File: config.mk
export PLATFORM = sky130hd
export DESIGN_NAME = radio_config_register_bank
export DESIGN_NICKNAME = d
export VERILOG_FILES = /design/src/verilog/radio_cfg_pkg.sv /design/src/verilog/radio_config_register_bank.sv /design/src/verilog/bit_rate_tick.sv
export SDC_FILE = /design/constraint.sdc
export NUM_CORES = 1
export LEC_CHECK = 0
export BUFFER_PORTS_ARGS = -buffer_cell sky130_fd_sc_hd__buf_2
export CORE_ASPECT_RATIO = 2
export CORE_MARGIN = 3
export CORE_UTILIZATION = 50
export DETAILED_ROUTE_END_ITERATION = 10
export PLACE_DENSITY = 0.77
export SETUP_SLACK_MARGIN = 0.1
export SLEW_MARGIN = 20
export SYNTH_ARGS = -nofsm -noshare
export SYNTH_HDL_FRONTEND = slang
export SYNTH_SLANG_ARGS = --single-unit
File: constraint.sdc
create_clock -name i_clk -period 4.2 [get_ports i_clk]
set_clock_uncertainty 0.2 [all_clocks]
set_input_delay 0.84 -clock i_clk [delete_from_list [all_inputs] [get_ports i_clk]]
set_output_delay 0.84 -clock i_clk [all_outputs]
set_load 0.03 [all_outputs]
File: src/verilog/radio_cfg_pkg.sv
package radio_cfg_pkg;

  // ----------------------------------------------------------------------
  // Bus geometry
  // ----------------------------------------------------------------------
  localparam int ADDR_W = 8;
  localparam int DATA_W = 32;
  localparam int REG_W = 8;
  localparam int IDX_W = 6;
  localparam logic [1:0] WORD_ALIGN = 2'h0;

  // ----------------------------------------------------------------------
  // Register indices (byte address is four times the index)
  // ----------------------------------------------------------------------
  localparam logic [IDX_W-1:0] IDX_BIT_RATE_DIVIDER = 6'h03;
  localparam logic [IDX_W-1:0] IDX_OOK_FLOOR_LEVEL = 6'h04;
  localparam logic [IDX_W-1:0] IDX_FIFO_DEPTH_AND_LEVEL = 6'h05;
  localparam logic [IDX_W-1:0] IDX_SYNTH_REF_DIV_A = 6'h06;
  localparam logic [IDX_W-1:0] IDX_SYNTH_MAIN_DIV_A = 6'h07;
  localparam logic [IDX_W-1:0] IDX_SYNTH_SWALLOW_DIV_A = 6'h08;
  localparam logic [IDX_W-1:0] IDX_SYNTH_REF_DIV_B = 6'h09;
  localparam logic [IDX_W-1:0] IDX_SYNTH_MAIN_DIV_B = 6'h0A;
  localparam logic [IDX_W-1:0] IDX_SYNTH_SWALLOW_DIV_B = 6'h0B;
  localparam logic [IDX_W-1:0] IDX_BANK_CONTROL = 6'h10;
  localparam logic [IDX_W-1:0] IDX_BLOCK_STATUS = 6'h11;

  // ----------------------------------------------------------------------
  // Reset values
  // ----------------------------------------------------------------------
  localparam logic [REG_W-1:0] RST_BIT_RATE_DIVIDER = 8'h0F;
  localparam logic [REG_W-1:0] RST_OOK_FLOOR_LEVEL = 8'h0C;
  localparam logic [1:0] RST_FIFO_DEPTH = 2'h0;
  localparam logic [5:0] RST_FIFO_LEVEL = 6'h0F;
  localparam logic [REG_W-1:0] RST_REF_DIV_A = 8'h77;
  localparam logic [REG_W-1:0] RST_MAIN_DIV_A = 8'h64;
  localparam logic [REG_W-1:0] RST_SWALLOW_DIV_A = 8'h32;
  localparam logic [REG_W-1:0] RST_REF_DIV_B = 8'h74;
  localparam logic [REG_W-1:0] RST_MAIN_DIV_B = 8'h62;
  localparam logic [REG_W-1:0] RST_SWALLOW_DIV_B = 8'h32;
  localparam logic RST_BANK_SELECT = 1'b0;

  // ----------------------------------------------------------------------
  // Field positions
  // ----------------------------------------------------------------------
  localparam int BR_DIV_LSB = 0;
  localparam int BR_DIV_W = 7;
  localparam int BR_RES_BIT = 7;
  localparam int FIFO_LEVEL_LSB = 0;
  localparam int FIFO_LEVEL_W = 6;
  localparam int FIFO_DEPTH_LSB = 6;
  localparam int FIFO_DEPTH_W = 2;
  localparam int BANK_SEL_BIT = 0;
  localparam int STAT_BANK_BIT = 0;
  localparam int STAT_COUNT_LSB = 8;
  localparam int TICK_COUNT_W = 8;

  // ----------------------------------------------------------------------
  // Bit-rate timing: crystal divided by 64 times (divider plus one)
  // ----------------------------------------------------------------------
  localparam int XTAL_HZ = 100_000_000;
  localparam int BIT_PRESCALE = 64;
  localparam logic [5:0] PRESCALE_LAST = 6'(BIT_PRESCALE - 1);
  localparam int FIFO_DEPTH_STEP = 16;
  localparam int FIFO_BYTES_W = 7;

  // ----------------------------------------------------------------------
  // State of the register bank
  // ----------------------------------------------------------------------
  typedef struct packed {
    logic [REG_W-1:0] bit_rate;
    logic [REG_W-1:0] floor_level;
    logic [FIFO_DEPTH_W-1:0] fifo_depth;
    logic [FIFO_LEVEL_W-1:0] fifo_level;
    logic [2:0][REG_W-1:0] bank_a;
    logic [2:0][REG_W-1:0] bank_b;
    logic bank_select;
    logic [TICK_COUNT_W-1:0] tick_count;
    logic [DATA_W-1:0] rdata;
    logic slverr;
  } cfg_state_t;

  localparam cfg_state_t CFG_RESET = '{
    bit_rate: RST_BIT_RATE_DIVIDER,
    floor_level: RST_OOK_FLOOR_LEVEL,
    fifo_depth: RST_FIFO_DEPTH,
    fifo_level: RST_FIFO_LEVEL,
    bank_a: {RST_SWALLOW_DIV_A, RST_MAIN_DIV_A, RST_REF_DIV_A},
    bank_b: {RST_SWALLOW_DIV_B, RST_MAIN_DIV_B, RST_REF_DIV_B},
    bank_select: RST_BANK_SELECT,
    tick_count: '0,
    rdata: '0,
    slverr: 1'b0
  };

  typedef struct packed {
    logic [5:0] prescale;
    logic [BR_DIV_W-1:0] count;
    logic tick;
  } tick_state_t;

  localparam tick_state_t TICK_RESET = '{prescale: '0, count: '0, tick: 1'b0};

endpackage

File: src/verilog/radio_config_register_bank.sv
`timescale 1ns/10ps

module radio_config_register_bank
  import radio_cfg_pkg::*;
(
  input wire logic i_clk,
  input wire logic i_rst,
  input wire logic i_psel,
  input wire logic i_penable,
  input wire logic i_pwrite,
  input wire logic [radio_cfg_pkg::ADDR_W-1:0] i_paddr,
  input wire logic [radio_cfg_pkg::DATA_W-1:0] i_pwdata,
  output logic [radio_cfg_pkg::DATA_W-1:0] o_prdata,
  output logic o_pready,
  output logic o_pslverr,
  output logic o_bit_tick,
  output logic [radio_cfg_pkg::BR_DIV_W-1:0] o_bit_rate_divider,
  output logic [radio_cfg_pkg::REG_W-1:0] o_onoff_floor_level,
  output logic [radio_cfg_pkg::FIFO_DEPTH_W-1:0] o_fifo_depth_code,
  output logic [radio_cfg_pkg::FIFO_BYTES_W-1:0] o_fifo_depth_bytes,
  output logic [radio_cfg_pkg::FIFO_LEVEL_W-1:0] o_fifo_level_threshold,
  output logic o_divider_bank_select,
  output logic [radio_cfg_pkg::REG_W-1:0] o_ref_divider,
  output logic [radio_cfg_pkg::REG_W-1:0] o_main_divider,
  output logic [radio_cfg_pkg::REG_W-1:0] o_swallow_divider
);

  // ----------------------------------------------------------------------
  // Helpers
  // ----------------------------------------------------------------------
  function automatic logic [ADDR_W-1:0] byte_addr(input logic [IDX_W-1:0] idx);
    byte_addr = {idx, WORD_ALIGN};
  endfunction

  function automatic logic [DATA_W-1:0] zext(input logic [REG_W-1:0] value);
    zext = {{(DATA_W - REG_W){1'b0}}, value};
  endfunction

  // Depth codes step in units of sixteen bytes, so the byte count is a
  // product of the code rather than a lookup table.
  function automatic logic [FIFO_BYTES_W-1:0] depth_bytes(
    input logic [FIFO_DEPTH_W-1:0] code
  );
    depth_bytes = FIFO_BYTES_W'((int'(code) + 1) * FIFO_DEPTH_STEP);
  endfunction

  cfg_state_t state_reg;
  cfg_state_t state_next;
  logic bit_tick;
  logic setup_phase;
  logic access_write;
  logic addr_hit;
  logic [DATA_W-1:0] read_value;
  logic [DATA_W-1:0] status_value;
  logic [REG_W-1:0] wbyte;
  logic [FIFO_DEPTH_W-1:0] wr_depth;
  logic [FIFO_LEVEL_W-1:0] wr_level;
  logic wr_select;
  logic [2:0][REG_W-1:0] active_bank;

  // ----------------------------------------------------------------------
  // Bit-rate tick generator
  // ----------------------------------------------------------------------
  // The divider field is passed live: a lower value at or below the count reached
  // ends the bit in progress at the next prescaler wrap, a higher one stretches it.
  bit_rate_tick u_bit_rate_tick
  (
    .i_clk(i_clk),
    .i_rst(i_rst),
    .i_divider(state_reg.bit_rate[BR_DIV_LSB +: BR_DIV_W]),
    .o_tick(bit_tick)
  );

  // ----------------------------------------------------------------------
  // Address decode and read mux
  // ----------------------------------------------------------------------
  // Read data is captured in the setup cycle so that it leaves a flip-flop;
  // this lets the slave answer in the first access cycle with no wait.
  assign setup_phase = i_psel && !i_penable;
  assign access_write = i_psel && i_penable && i_pwrite;
  assign wbyte = i_pwdata[REG_W-1:0];

  // ----------------------------------------------------------------------
  // Write data fields
  // ----------------------------------------------------------------------
  // Only the low byte of the bus word is stored, so software may write a
  // whole word; the upper bits are dropped without raising an error.
  assign wr_depth = wbyte[FIFO_DEPTH_LSB +: FIFO_DEPTH_W];
  assign wr_level = wbyte[FIFO_LEVEL_LSB +: FIFO_LEVEL_W];
  assign wr_select = i_pwdata[BANK_SEL_BIT];

  // ----------------------------------------------------------------------
  // Status word and read mux
  // ----------------------------------------------------------------------
  // The tick count wraps without notice; software that reads it twice must
  // allow for at most one wrap between the two reads.
  always_comb
  begin
    status_value = '0;
    status_value[STAT_BANK_BIT] = state_reg.bank_select;
    status_value[STAT_COUNT_LSB +: TICK_COUNT_W] = state_reg.tick_count;
  end

  always_comb
  begin
    addr_hit = 1'b1;
    read_value = '0;
    unique case (i_paddr)
      byte_addr(IDX_BIT_RATE_DIVIDER):
      begin
        read_value = zext(state_reg.bit_rate);
      end
      byte_addr(IDX_OOK_FLOOR_LEVEL):
      begin
        read_value = zext(state_reg.floor_level);
      end
      byte_addr(IDX_FIFO_DEPTH_AND_LEVEL):
      begin
        read_value = zext({state_reg.fifo_depth, state_reg.fifo_level});
      end
      byte_addr(IDX_SYNTH_REF_DIV_A):
      begin
        read_value = zext(state_reg.bank_a[0]);
      end
      byte_addr(IDX_SYNTH_MAIN_DIV_A):
      begin
        read_value = zext(state_reg.bank_a[1]);
      end
      byte_addr(IDX_SYNTH_SWALLOW_DIV_A):
      begin
        read_value = zext(state_reg.bank_a[2]);
      end
      byte_addr(IDX_SYNTH_REF_DIV_B):
      begin
        read_value = zext(state_reg.bank_b[0]);
      end
      byte_addr(IDX_SYNTH_MAIN_DIV_B):
      begin
        read_value = zext(state_reg.bank_b[1]);
      end
      byte_addr(IDX_SYNTH_SWALLOW_DIV_B):
      begin
        read_value = zext(state_reg.bank_b[2]);
      end
      byte_addr(IDX_BANK_CONTROL):
      begin
        read_value[BANK_SEL_BIT] = state_reg.bank_select;
      end
      byte_addr(IDX_BLOCK_STATUS):
      begin
        read_value = status_value;
      end
      default:
      begin
        // Unmapped and misaligned addresses land here: they read zero and
        // raise pslverr in the access phase.
        addr_hit = 1'b0;
      end
    endcase
  end

  // ----------------------------------------------------------------------
  // Next-state logic
  // ----------------------------------------------------------------------
  always_comb
  begin
    state_next = state_reg;
    // The tick count advances during bus accesses too; a status read samples
    // it in the setup cycle, so a tick in the access cycle shows next time.
    if (bit_tick)
    begin
      state_next.tick_count = state_reg.tick_count + 1'b1;
    end
    if (setup_phase)
    begin
      // Reads only sample; nothing is cleared or advanced by them.
      state_next.rdata = i_pwrite ? '0 : read_value;
      state_next.slverr = !addr_hit;
    end
    if (access_write)
    begin
      unique case (i_paddr)
        byte_addr(IDX_BIT_RATE_DIVIDER):
        begin
          // The reserved top bit is stored too, so it reads back as written.
          state_next.bit_rate = wbyte;
        end
        byte_addr(IDX_OOK_FLOOR_LEVEL):
        begin
          state_next.floor_level = wbyte;
        end
        byte_addr(IDX_FIFO_DEPTH_AND_LEVEL):
        begin
          state_next.fifo_depth = wr_depth;
          state_next.fifo_level = wr_level;
        end
        byte_addr(IDX_SYNTH_REF_DIV_A):
        begin
          state_next.bank_a[0] = wbyte;
        end
        byte_addr(IDX_SYNTH_MAIN_DIV_A):
        begin
          state_next.bank_a[1] = wbyte;
        end
        byte_addr(IDX_SYNTH_SWALLOW_DIV_A):
        begin
          state_next.bank_a[2] = wbyte;
        end
        byte_addr(IDX_SYNTH_REF_DIV_B):
        begin
          state_next.bank_b[0] = wbyte;
        end
        byte_addr(IDX_SYNTH_MAIN_DIV_B):
        begin
          state_next.bank_b[1] = wbyte;
        end
        byte_addr(IDX_SYNTH_SWALLOW_DIV_B):
        begin
          state_next.bank_b[2] = wbyte;
        end
        byte_addr(IDX_BANK_CONTROL):
        begin
          // Only bit 0 is kept; the rest of the control word reads back as zero.
          state_next.bank_select = wr_select;
        end
        default:
        begin
          state_next.bank_select = state_reg.bank_select;
        end
      endcase
    end
  end

  // ----------------------------------------------------------------------
  // State register
  // ----------------------------------------------------------------------
  // Every register shares one asynchronous reset, so a reset at any time
  // restores both divider banks and hands the synthesizer back to bank A.
  always_ff @(posedge i_clk or posedge i_rst)
  begin
    if (i_rst)
    begin
      state_reg <= CFG_RESET;
    end
    else
    begin
      state_reg <= state_next;
    end
  end

  // ----------------------------------------------------------------------
  // Bus response
  // ----------------------------------------------------------------------
  // The slave never inserts wait states, so every access completes in its
  // first access cycle; pslverr carries meaning only in that cycle.
  assign o_prdata = state_reg.rdata;
  assign o_pready = 1'b1;
  assign o_pslverr = i_psel && i_penable && state_reg.slverr;

  // ----------------------------------------------------------------------
  // Configuration outputs
  // ----------------------------------------------------------------------
  assign o_bit_tick = bit_tick;
  assign o_bit_rate_divider = state_reg.bit_rate[BR_DIV_LSB +: BR_DIV_W];
  assign o_onoff_floor_level = state_reg.floor_level;
  assign o_fifo_depth_code = state_reg.fifo_depth;
  assign o_fifo_depth_bytes = depth_bytes(state_reg.fifo_depth);
  assign o_fifo_level_threshold = state_reg.fifo_level;
  assign o_divider_bank_select = state_reg.bank_select;

  // ----------------------------------------------------------------------
  // Divider bank routing
  // ----------------------------------------------------------------------
  // The switch is glitch-free at the register level only; the synthesizer
  // must tolerate a new divider set arriving at an arbitrary clock edge.
  always_comb
  begin
    if (state_reg.bank_select)
    begin
      active_bank = state_reg.bank_b;
    end
    else
    begin
      active_bank = state_reg.bank_a;
    end
  end

  assign o_ref_divider = active_bank[0];
  assign o_main_divider = active_bank[1];
  assign o_swallow_divider = active_bank[2];

endmodule

File: src/verilog/bit_rate_tick.sv
`timescale 1ns/10ps

module bit_rate_tick
  import radio_cfg_pkg::*;
(
  input wire logic i_clk,
  input wire logic i_rst,
  input wire logic [radio_cfg_pkg::BR_DIV_W-1:0] i_divider,
  output logic o_tick
);

  tick_state_t state_reg;
  tick_state_t state_next;

  // ----------------------------------------------------------------------
  // One tick every 64 times (divider plus one) clocks
  // ----------------------------------------------------------------------
  // The count compares with >= so that lowering the divider mid-period to or below the count
  // ends the period at the next prescaler wrap instead of wrapping through all 128 values.
  always_comb
  begin
    state_next = state_reg;
    state_next.tick = 1'b0;
    if (state_reg.prescale == PRESCALE_LAST)
    begin
      state_next.prescale = '0;
      if (state_reg.count >= i_divider)
      begin
        state_next.count = '0;
        state_next.tick = 1'b1;
      end
      else
      begin
        state_next.count = state_reg.count + 1'b1;
      end
    end
    else
    begin
      state_next.prescale = state_reg.prescale + 1'b1;
    end
  end

  always_ff @(posedge i_clk or posedge i_rst)
  begin
    if (i_rst)
    begin
      state_reg <= TICK_RESET;
    end
    else
    begin
      state_reg <= state_next;
    end
  end

  assign o_tick = state_reg.tick;

endmodule

== Word-level counts from Yosys, hierarchy flattened ==
Cells that the tools add are included.

* Flip-flop bits (word level): 128
* Input bits: 45
* Output and inout port bits: 90
* Word-level logic and storage cells: 61

* $add $sub $neg: 4
* Order comparisons: 1
* Equality and inequality tests: 12
* Mux-type cells: 9
* Reductions and logical operators: 18

{| class="wikitable"
|+ Operators with widths
! kind !! count
|-
| $pmux 15 s10 || 1
|-
| $eq 8x5->1 const B || 4
|-
| $eq 8x6->1 const B || 4
|-
| $mux 32 || 1
|-
| $mux 24 || 1
|-
| $reduce_and 2->1 || 10
|-
| $eq 8x7->1 const B || 2
|-
| $reduce_or 11->1 || 1
|-
| $pmux 1 s10 || 1
|-
| $add 8x1->8 const B || 1
|-
| $eq 8x4->1 const B || 1
|-
| $add 7x1->7 const B || 1
|-
| $ge 7x7->1 || 1
|-
| $mux 7 || 1
|-
| $add 6x1->6 const B || 1
|-
| $eq 6x6->1 const B || 1
|-
| $mux 6 || 1
|-
| $logic_and 1x1->1 || 4
|-
| $add 2x1->3 const B || 1
|-
| $mux 1 || 3
|-
| $logic_not 1->1 || 2
|-
| $reduce_or 2->1 || 1
|}

== Depth between registers and ports, before layout ==
Gate-level depths: netlist of the first run.

* Depth after elaboration: 4
* Mapped depth: 8
* Depth with buffers taken out: 7

== Modules after synthesis ==
A second synthesis of the first run with hierarchy kept.

* Cell total of the unflattened synthesis: 531
* Area total of the unflattened synthesis: 6173.4 sq um

{| class="wikitable"
|+ By module, submodules not included
! module !! instances !! cells each !! area each (sq um) !! sequential area each (sq um)
|-
| radio_config_register_bank || 1 || 439 || 5333.9 || 2492.4
|-
| bit_rate_tick || 1 || 92 || 839.6 || 350.3
|}

== Worst setup path after synthesis of the first run ==
OpenSTA, ideal clock, no wires.

* Path type: register to output
* Start point: register state_reg, in the netlist o_divider_bank_select
* End point: output o_main_divider[0] in the netlist's numbering
* Arrival time: 1.617 ns
* Required time: 3.160 ns
* Setup slack: 1.543 ns
* Cell stages (with the launch flop): 4
* Path buffers: 2
* Cell sequence: dfrtp_1 clkbuf_1 buf_1 mux2_2

* Word-level cells in the longest chain between the ends: 1

{| class="wikitable"
|+ Ends and longest elaborated chain
! item !! RTL line !! RTL
|-
| start, declared || radio_config_register_bank.sv:47 || <nowiki>cfg_state_t state_reg;</nowiki>
|-
| start signal, assigned || radio_config_register_bank.sv:247 || <nowiki>state_reg <= state_next;</nowiki>
|-
| $mux 24 || radio_config_register_bank.sv:278 || <nowiki>if (state_reg.bank_select)</nowiki>
|-
| end, declared || radio_config_register_bank.sv:24 || <nowiki>output logic [radio_cfg_pkg::REG_W-1:0] o_main_divider,</nowiki>
|}

No other way between the ends.

== Final worst setup path of the first run ==
* Start point: input i_paddr[2] in the netlist's numbering
* End point: register state_reg[113] in the netlist's numbering

* Word-level cells in the longest chain between the ends: 2

{| class="wikitable"
|+ Ends and longest elaborated chain
! item !! RTL line !! RTL
|-
| start, declared || radio_config_register_bank.sv:11 || <nowiki>input wire logic [radio_cfg_pkg::ADDR_W-1:0] i_paddr,</nowiki>
|-
| $eq 8x4->1 || radio_config_register_bank.sv:182 || <nowiki>unique case (i_paddr)</nowiki>
|-
| $reduce_and 2->1 (no source line) || n/a ||
|}

No other way between the ends.
A chain may end at the register's enable or synchronous reset.

==> results of run 1 <==
[metrics by stage]
step                      setup WS (ns)  power [uW]  instance area [um^2]  hold slack [ns]
after global placement            0.947        1280                  6250            0.265
after global routing               1.19        2260                  6570            0.308
final                              1.28        2180                  6570            0.278
after detailed placement          0.964        1290                  6250            0.267
after CTS                          1.32        2200                  6570            0.281
after floorplan                   0.254        1250                  6120            0.245
[synthesized netlist by cell type (8+ instances only)]
library cell,instances,area [um^2]
mux2_2,105,1180
dfrtp_1,80,2000
buf_4,63,473
dfstp_2,32,841
nand2_1,24,90.1
nand3_1,14,70.1
nor2_1,13,48.8
a22o_1,12,105
ha_1,11,138
inv_1,10,37.5
a21oi_1,9,45.0
a22oi_1,8,60.1
[power groups by stage]
stage                     clock network [uW]  logic [uW]  registers [uW]
after CTS                                931         162            1110
final                                    912         161            1110
after global placement                     0         157            1120
after global routing                     974         174            1110
after detailed placement                   0         161            1130
after floorplan                            0         133            1120
[worst max-delay path, stage by stage]
cell	delay (ns)
buf_2	0.50
and4bb_1	0.48
and3_1	0.53
nand2_2	0.26
mux2_2	0.33
[layer usage]
| layer | part of all wire | routed length [um] | vias up |
|---|---|---|---|
| met5 | 0 | 0 | - |
| met4 | 0.051 | 730 | 0 |
| met3 | 0.052 | 742 | 50 |
| met2 | 0.53 | 7620 | 175 |
| met1 | 0.37 | 5240 | 2092 |
| li1 | - | - | 1859 |
[path summary, 6_finish.rpt]
path                            cells after the start             startpoint                     end
worst max-delay path                                5             i_paddr[2]          state_reg[113]
worst min-delay path                                1          state_reg[40]           state_reg[40]
worst max register to register                      7  o_bit_rate_divider[4]  u_bit_rate_tick.o_tick
worst min register to register                      1          state_reg[40]           state_reg[40]
max in group asynchronous                           3                  i_rst           state_reg[51]
min in group asynchronous                           2                  i_rst             o_prdata[8]
[final cells by class]
type,count,area (um^2),area share
inverter,10,40.0,0.00610
clock buffer,9,225,0.0343
timing repair buffer,93,475,0.0724
clock inverter,7,95.1,0.0145
tap,145,181,0.0276
multi-input combinational,330,2710,0.412
sequential,112,2840,0.433
[kinds of logic after synthesis]
| family | after synthesis | synth area share |
|---|---|---|
| multiplexers | 114 | 0.213 |
| flip-flops | 112 | 0.470 |
| AND/OR/NAND/NOR | 91 | 0.0809 |
| buffers and inverters | 88 | 0.0950 |
| AO/OA/AOI/OAI | 79 | 0.0969 |
| XOR/XNOR | 14 | 0.0203 |
| adder cells (fa/ha/maj) | 11 | 0.0228 |
| other | 2 | 0.00124 |
==> results.toml, run 1 <==
[drt]
routed_wl_um = 14300
via_count = 4176
wl_per_cell_um = 20.3
ant_nets = 0
drc = 0
firstDrtPassIters = 5
drtIter0Drc = 236
routed_via_density = 5.92

[floorplan]
fp.dieW_um = 83.8
num_rows = 56
die_y_um = 162
ios = 135
die_area_mm2 = 0.0135
start_util = 0.514
core-area_mm2 = 0.0118

[timing]
rsz0062_at_grt = "no"
max_slew_margin = 0.344
worstMarginPinSlew_ns = 0.984
min_period_ns = 2.92
fmax_mhz = 343
setup_tns_ns = 0
setup_viol = 0
fin_crit_sh = 0.695
slew_violations = 0
finalHoldViolations = 0

[worst_setup_path]
end_kind = "flop"
arrival_ns = 2.95
required_ns = 4.23
crit_type = "primary input to flop"
cp_max_fo = 25
cp-start-kind = "primary input"
ff2ff_setup_slack_ns = 2.05

[layout]
nets = 612
drive_gt1_frac = 0.465
final_core_util = 0.558
largest_reg_flops = 58
synthToLayoutAreaGrowth_pct = 8.61
final_common_cell = "mux2_2"
antennaDiodeCount = 0
layout_common_cells = "mux2_2 (105), buf_2 (89), dfrtp_1 (80)"
final_cells = 706
fill_cells = 1021

[run]
maxCapViolCount = 0

[grt]
antenna_found_initial = 0
grt_max_degree = 82
overflow = 0
use_met1 = 0.232
busiest_layer = "met2"
grt_pass1_wl_um = 22700
grt_pass1_vias = 4308
grt_util_met2 = 0.387
met3_usage = 0.0403
grt_usage = 0.215

[place]
place.port_buffers = 89
placed_cells = 690
gp_congestion = 0.844
dpl.hpwl_um = 10300

[synthesis]
syn_area_per_cell_um2 = 11.8
synthArstFlopShare = 1.00
yosys_warnings = 0
synth_flop_cell = "dfrtp_1"
yosysSeqAreaShare = 0.470
ys_ff_latch = 112
synthCells = 511
syn_area_mm2 = 0.00605
synth-edff-count = 0
synth.distinct_cells = 56

[power_and_ir_drop]
ir_drop_mv = 0.237
power.internal_uw = 1660
pwr-share-comb = 0.074
p_leak_uw = 0.00321
seq_power_share = 0.507
switching_share = 0.238
power_switching_uw = 518
p_per_area_mw_per_mm2 = 332
pwr-share-clk = 0.419

[cts]
cts_tree = "done"
clk_pin_slew_ns = 0.07
ctsRootBufferMaster = "clkbuf_16"
cts_setup_buffers = 0
cts_sinks = 112
clockBufferDepth = 2
cts-buffers-inserted = 9
hold_buffers = 0
htreeDepth = 3
clk_latency_ns = 0.35
cts_resized = 0

[status]
status = "completed"

[min_path]
min_path_type = "flop to flop"
Power figures use the tool's default switching activity.
==> run 2, diff against run 1 <==
==> constraint.sdc (replaced) <==
create_clock -name i_clk -period 2.7 [get_ports i_clk]
set_clock_uncertainty 0.2 [all_clocks]
set_input_delay 0.54 -clock i_clk [delete_from_list [all_inputs] [get_ports i_clk]]
set_output_delay 0.54 -clock i_clk [all_outputs]
set_load 0.03 [all_outputs]
==> results.toml, run 2 (same netlist as run 1, synthesis figures left out) <==
[drt]
routed_wl_um = 14200
wl_per_cell_um = 19.8
drc = 0
routed_via_density = 5.76
firstDrtPassIters = 4
via_count = 4145
ant_nets = 0
drtIter0Drc = 293

[power_and_ir_drop]
p_leak_uw = 0.00327
p_per_area_mw_per_mm2 = 499
p_total_uw = 3330
ir_drop_mv = 0.336

[cts]
hold_buffers = 0
clockBufferDepth = 2
cts-buffers-inserted = 9
clk_pin_slew_ns = 0.07
clk_latency_ns = 0.35
cts_resized = 0
ctsRootBufferMaster = "clkbuf_16"
htreeDepth = 3
cts_setup_buffers = 0
cts_sinks = 112
cts_tree = "done"

[timing]
rsz0062_at_grt = "no"
fin_crit_sh = 0.846
setup_tns_ns = 0
min_period_ns = 2.28
max_slew_margin = 0.568
whs_ns = 0.107
fmax_mhz = 438
finalHoldViolations = 0
setup_viol = 0
slew_violations = 0
worstMarginPinSlew_ns = 0.646

[grt]
grt_max_degree = 113
grt_pass1_vias = 4320
grt_usage = 0.213
grt_pass1_wl_um = 22600
overflow = 0
antenna_found_initial = 0

[worst_setup_path]
end_kind = "output port"
required_ns = 1.96
reg2reg_from = "o_bit_rate_divider[4]"
r2r_end = "u_bit_rate_tick.o_tick"
cp_max_fo = 15
ff2ff_setup_slack_ns = 0.58
cp-start-kind = "flop"
reg2reg_depth = 7
crit_type = "flop to output port"
arrival_ns = 1.54

[layout]
drive_gt1_frac = 0.476
final_core_util = 0.567
fill_cells = 1021
final_cells = 719
layout_common_cells = "mux2_2 (105), buf_2 (89), dfrtp_1 (80)"
antennaDiodeCount = 0
final_common_cell = "mux2_2"
largest_reg_flops = 58
synthToLayoutAreaGrowth_pct = 10.4
nets = 625

[min_path]
min_path_type = "primary input to async pin"

[status]
status = "completed"

[floorplan]
ios = 135
num_rows = 56
core-area_mm2 = 0.0118
die_y_um = 162
die_area_mm2 = 0.0135
start_util = 0.514
fp.dieW_um = 83.8

[place]
placed_cells = 703
place.port_buffers = 89
dpl.hpwl_um = 10500
gp_congestion = 0.826

[run]
maxCapViolCount = 0
[run 2: cell types whose count changed in the layout (fill, tap and decap cells not counted)]
| cell | before | now |
|---|---|---|
| bufinv_16 | 2 | 1 |
| inv_6 | 1 | 3 |
| clkinv_4 | 1 | 2 |
| clkinv_2 | 2 | 0 |
| buf_12 | 0 | 2 |
| buf_4 | 4 | 15 |
| clkinv_1 | 0 | 1 |
| inv_4 | 1 | 0 |
[run 2: cell type report]
class / count / area (um^2) / area share
Inverter: 10 / 41.3 / 0.00619
Sequential cell: 112 / 2840 / 0.426
Timing Repair Buffer: 106 / 598 / 0.0896
Tap cell: 145 / 181 / 0.0272
Clock buffer: 9 / 225 / 0.0338
Multi-Input combinational cell: 330 / 2710 / 0.406
Clock inverter: 7 / 77.6 / 0.0116
[run 2: worst max-delay path by stage]
stage                          startpoint           endpoint  slack [ns]  depth (start not counted)
floorplan           o_divider_bank_select  o_main_divider[0]        0.34                          3
detailed placement             i_paddr[3]      state_reg[73]        0.22                          4
finish              o_divider_bank_select  o_main_divider[4]        0.42                          3
CTS                 o_divider_bank_select  o_main_divider[4]        0.41                          3
global route        o_divider_bank_select  o_main_divider[6]        0.37                          3
global placement               i_paddr[3]      state_reg[69]        0.26                          4
[run 2: where the power goes]
group	leakage, uW	internal (uW)	switching (uW)
sequential	0.00143	1700	16.4
combinational	0.00169	74.5	187
clock	0.000148	730	617
total	0.00327	2510	820
[run 2: per-stage QoR]
| step | setup WS [ns] | instance area (um^2) |
|---|---|---|
| floorplan | 0.343 | 6120 |
| global placement | 0.259 | 6370 |
| detailed placement | 0.216 | 6370 |
| CTS | 0.414 | 6670 |
| global route | 0.370 | 6670 |
| finish | 0.416 | 6670 |
[run 2: critical path, stage by stage, from the launching register on]
cell	delay, ns
dfrtp_1	0.35
buf_4	0.27
mux2_2	0.39
buf_2	0.18
[run 2: metal layers]
metal,vias to the layer above,global-route usage,share of wire
met5,-,0,0
met4,0,0.106,0.043
met3,38,0.0459,0.062
met2,171,0.381,0.54
met1,2058,0.234,0.36
li1,1878,-,-
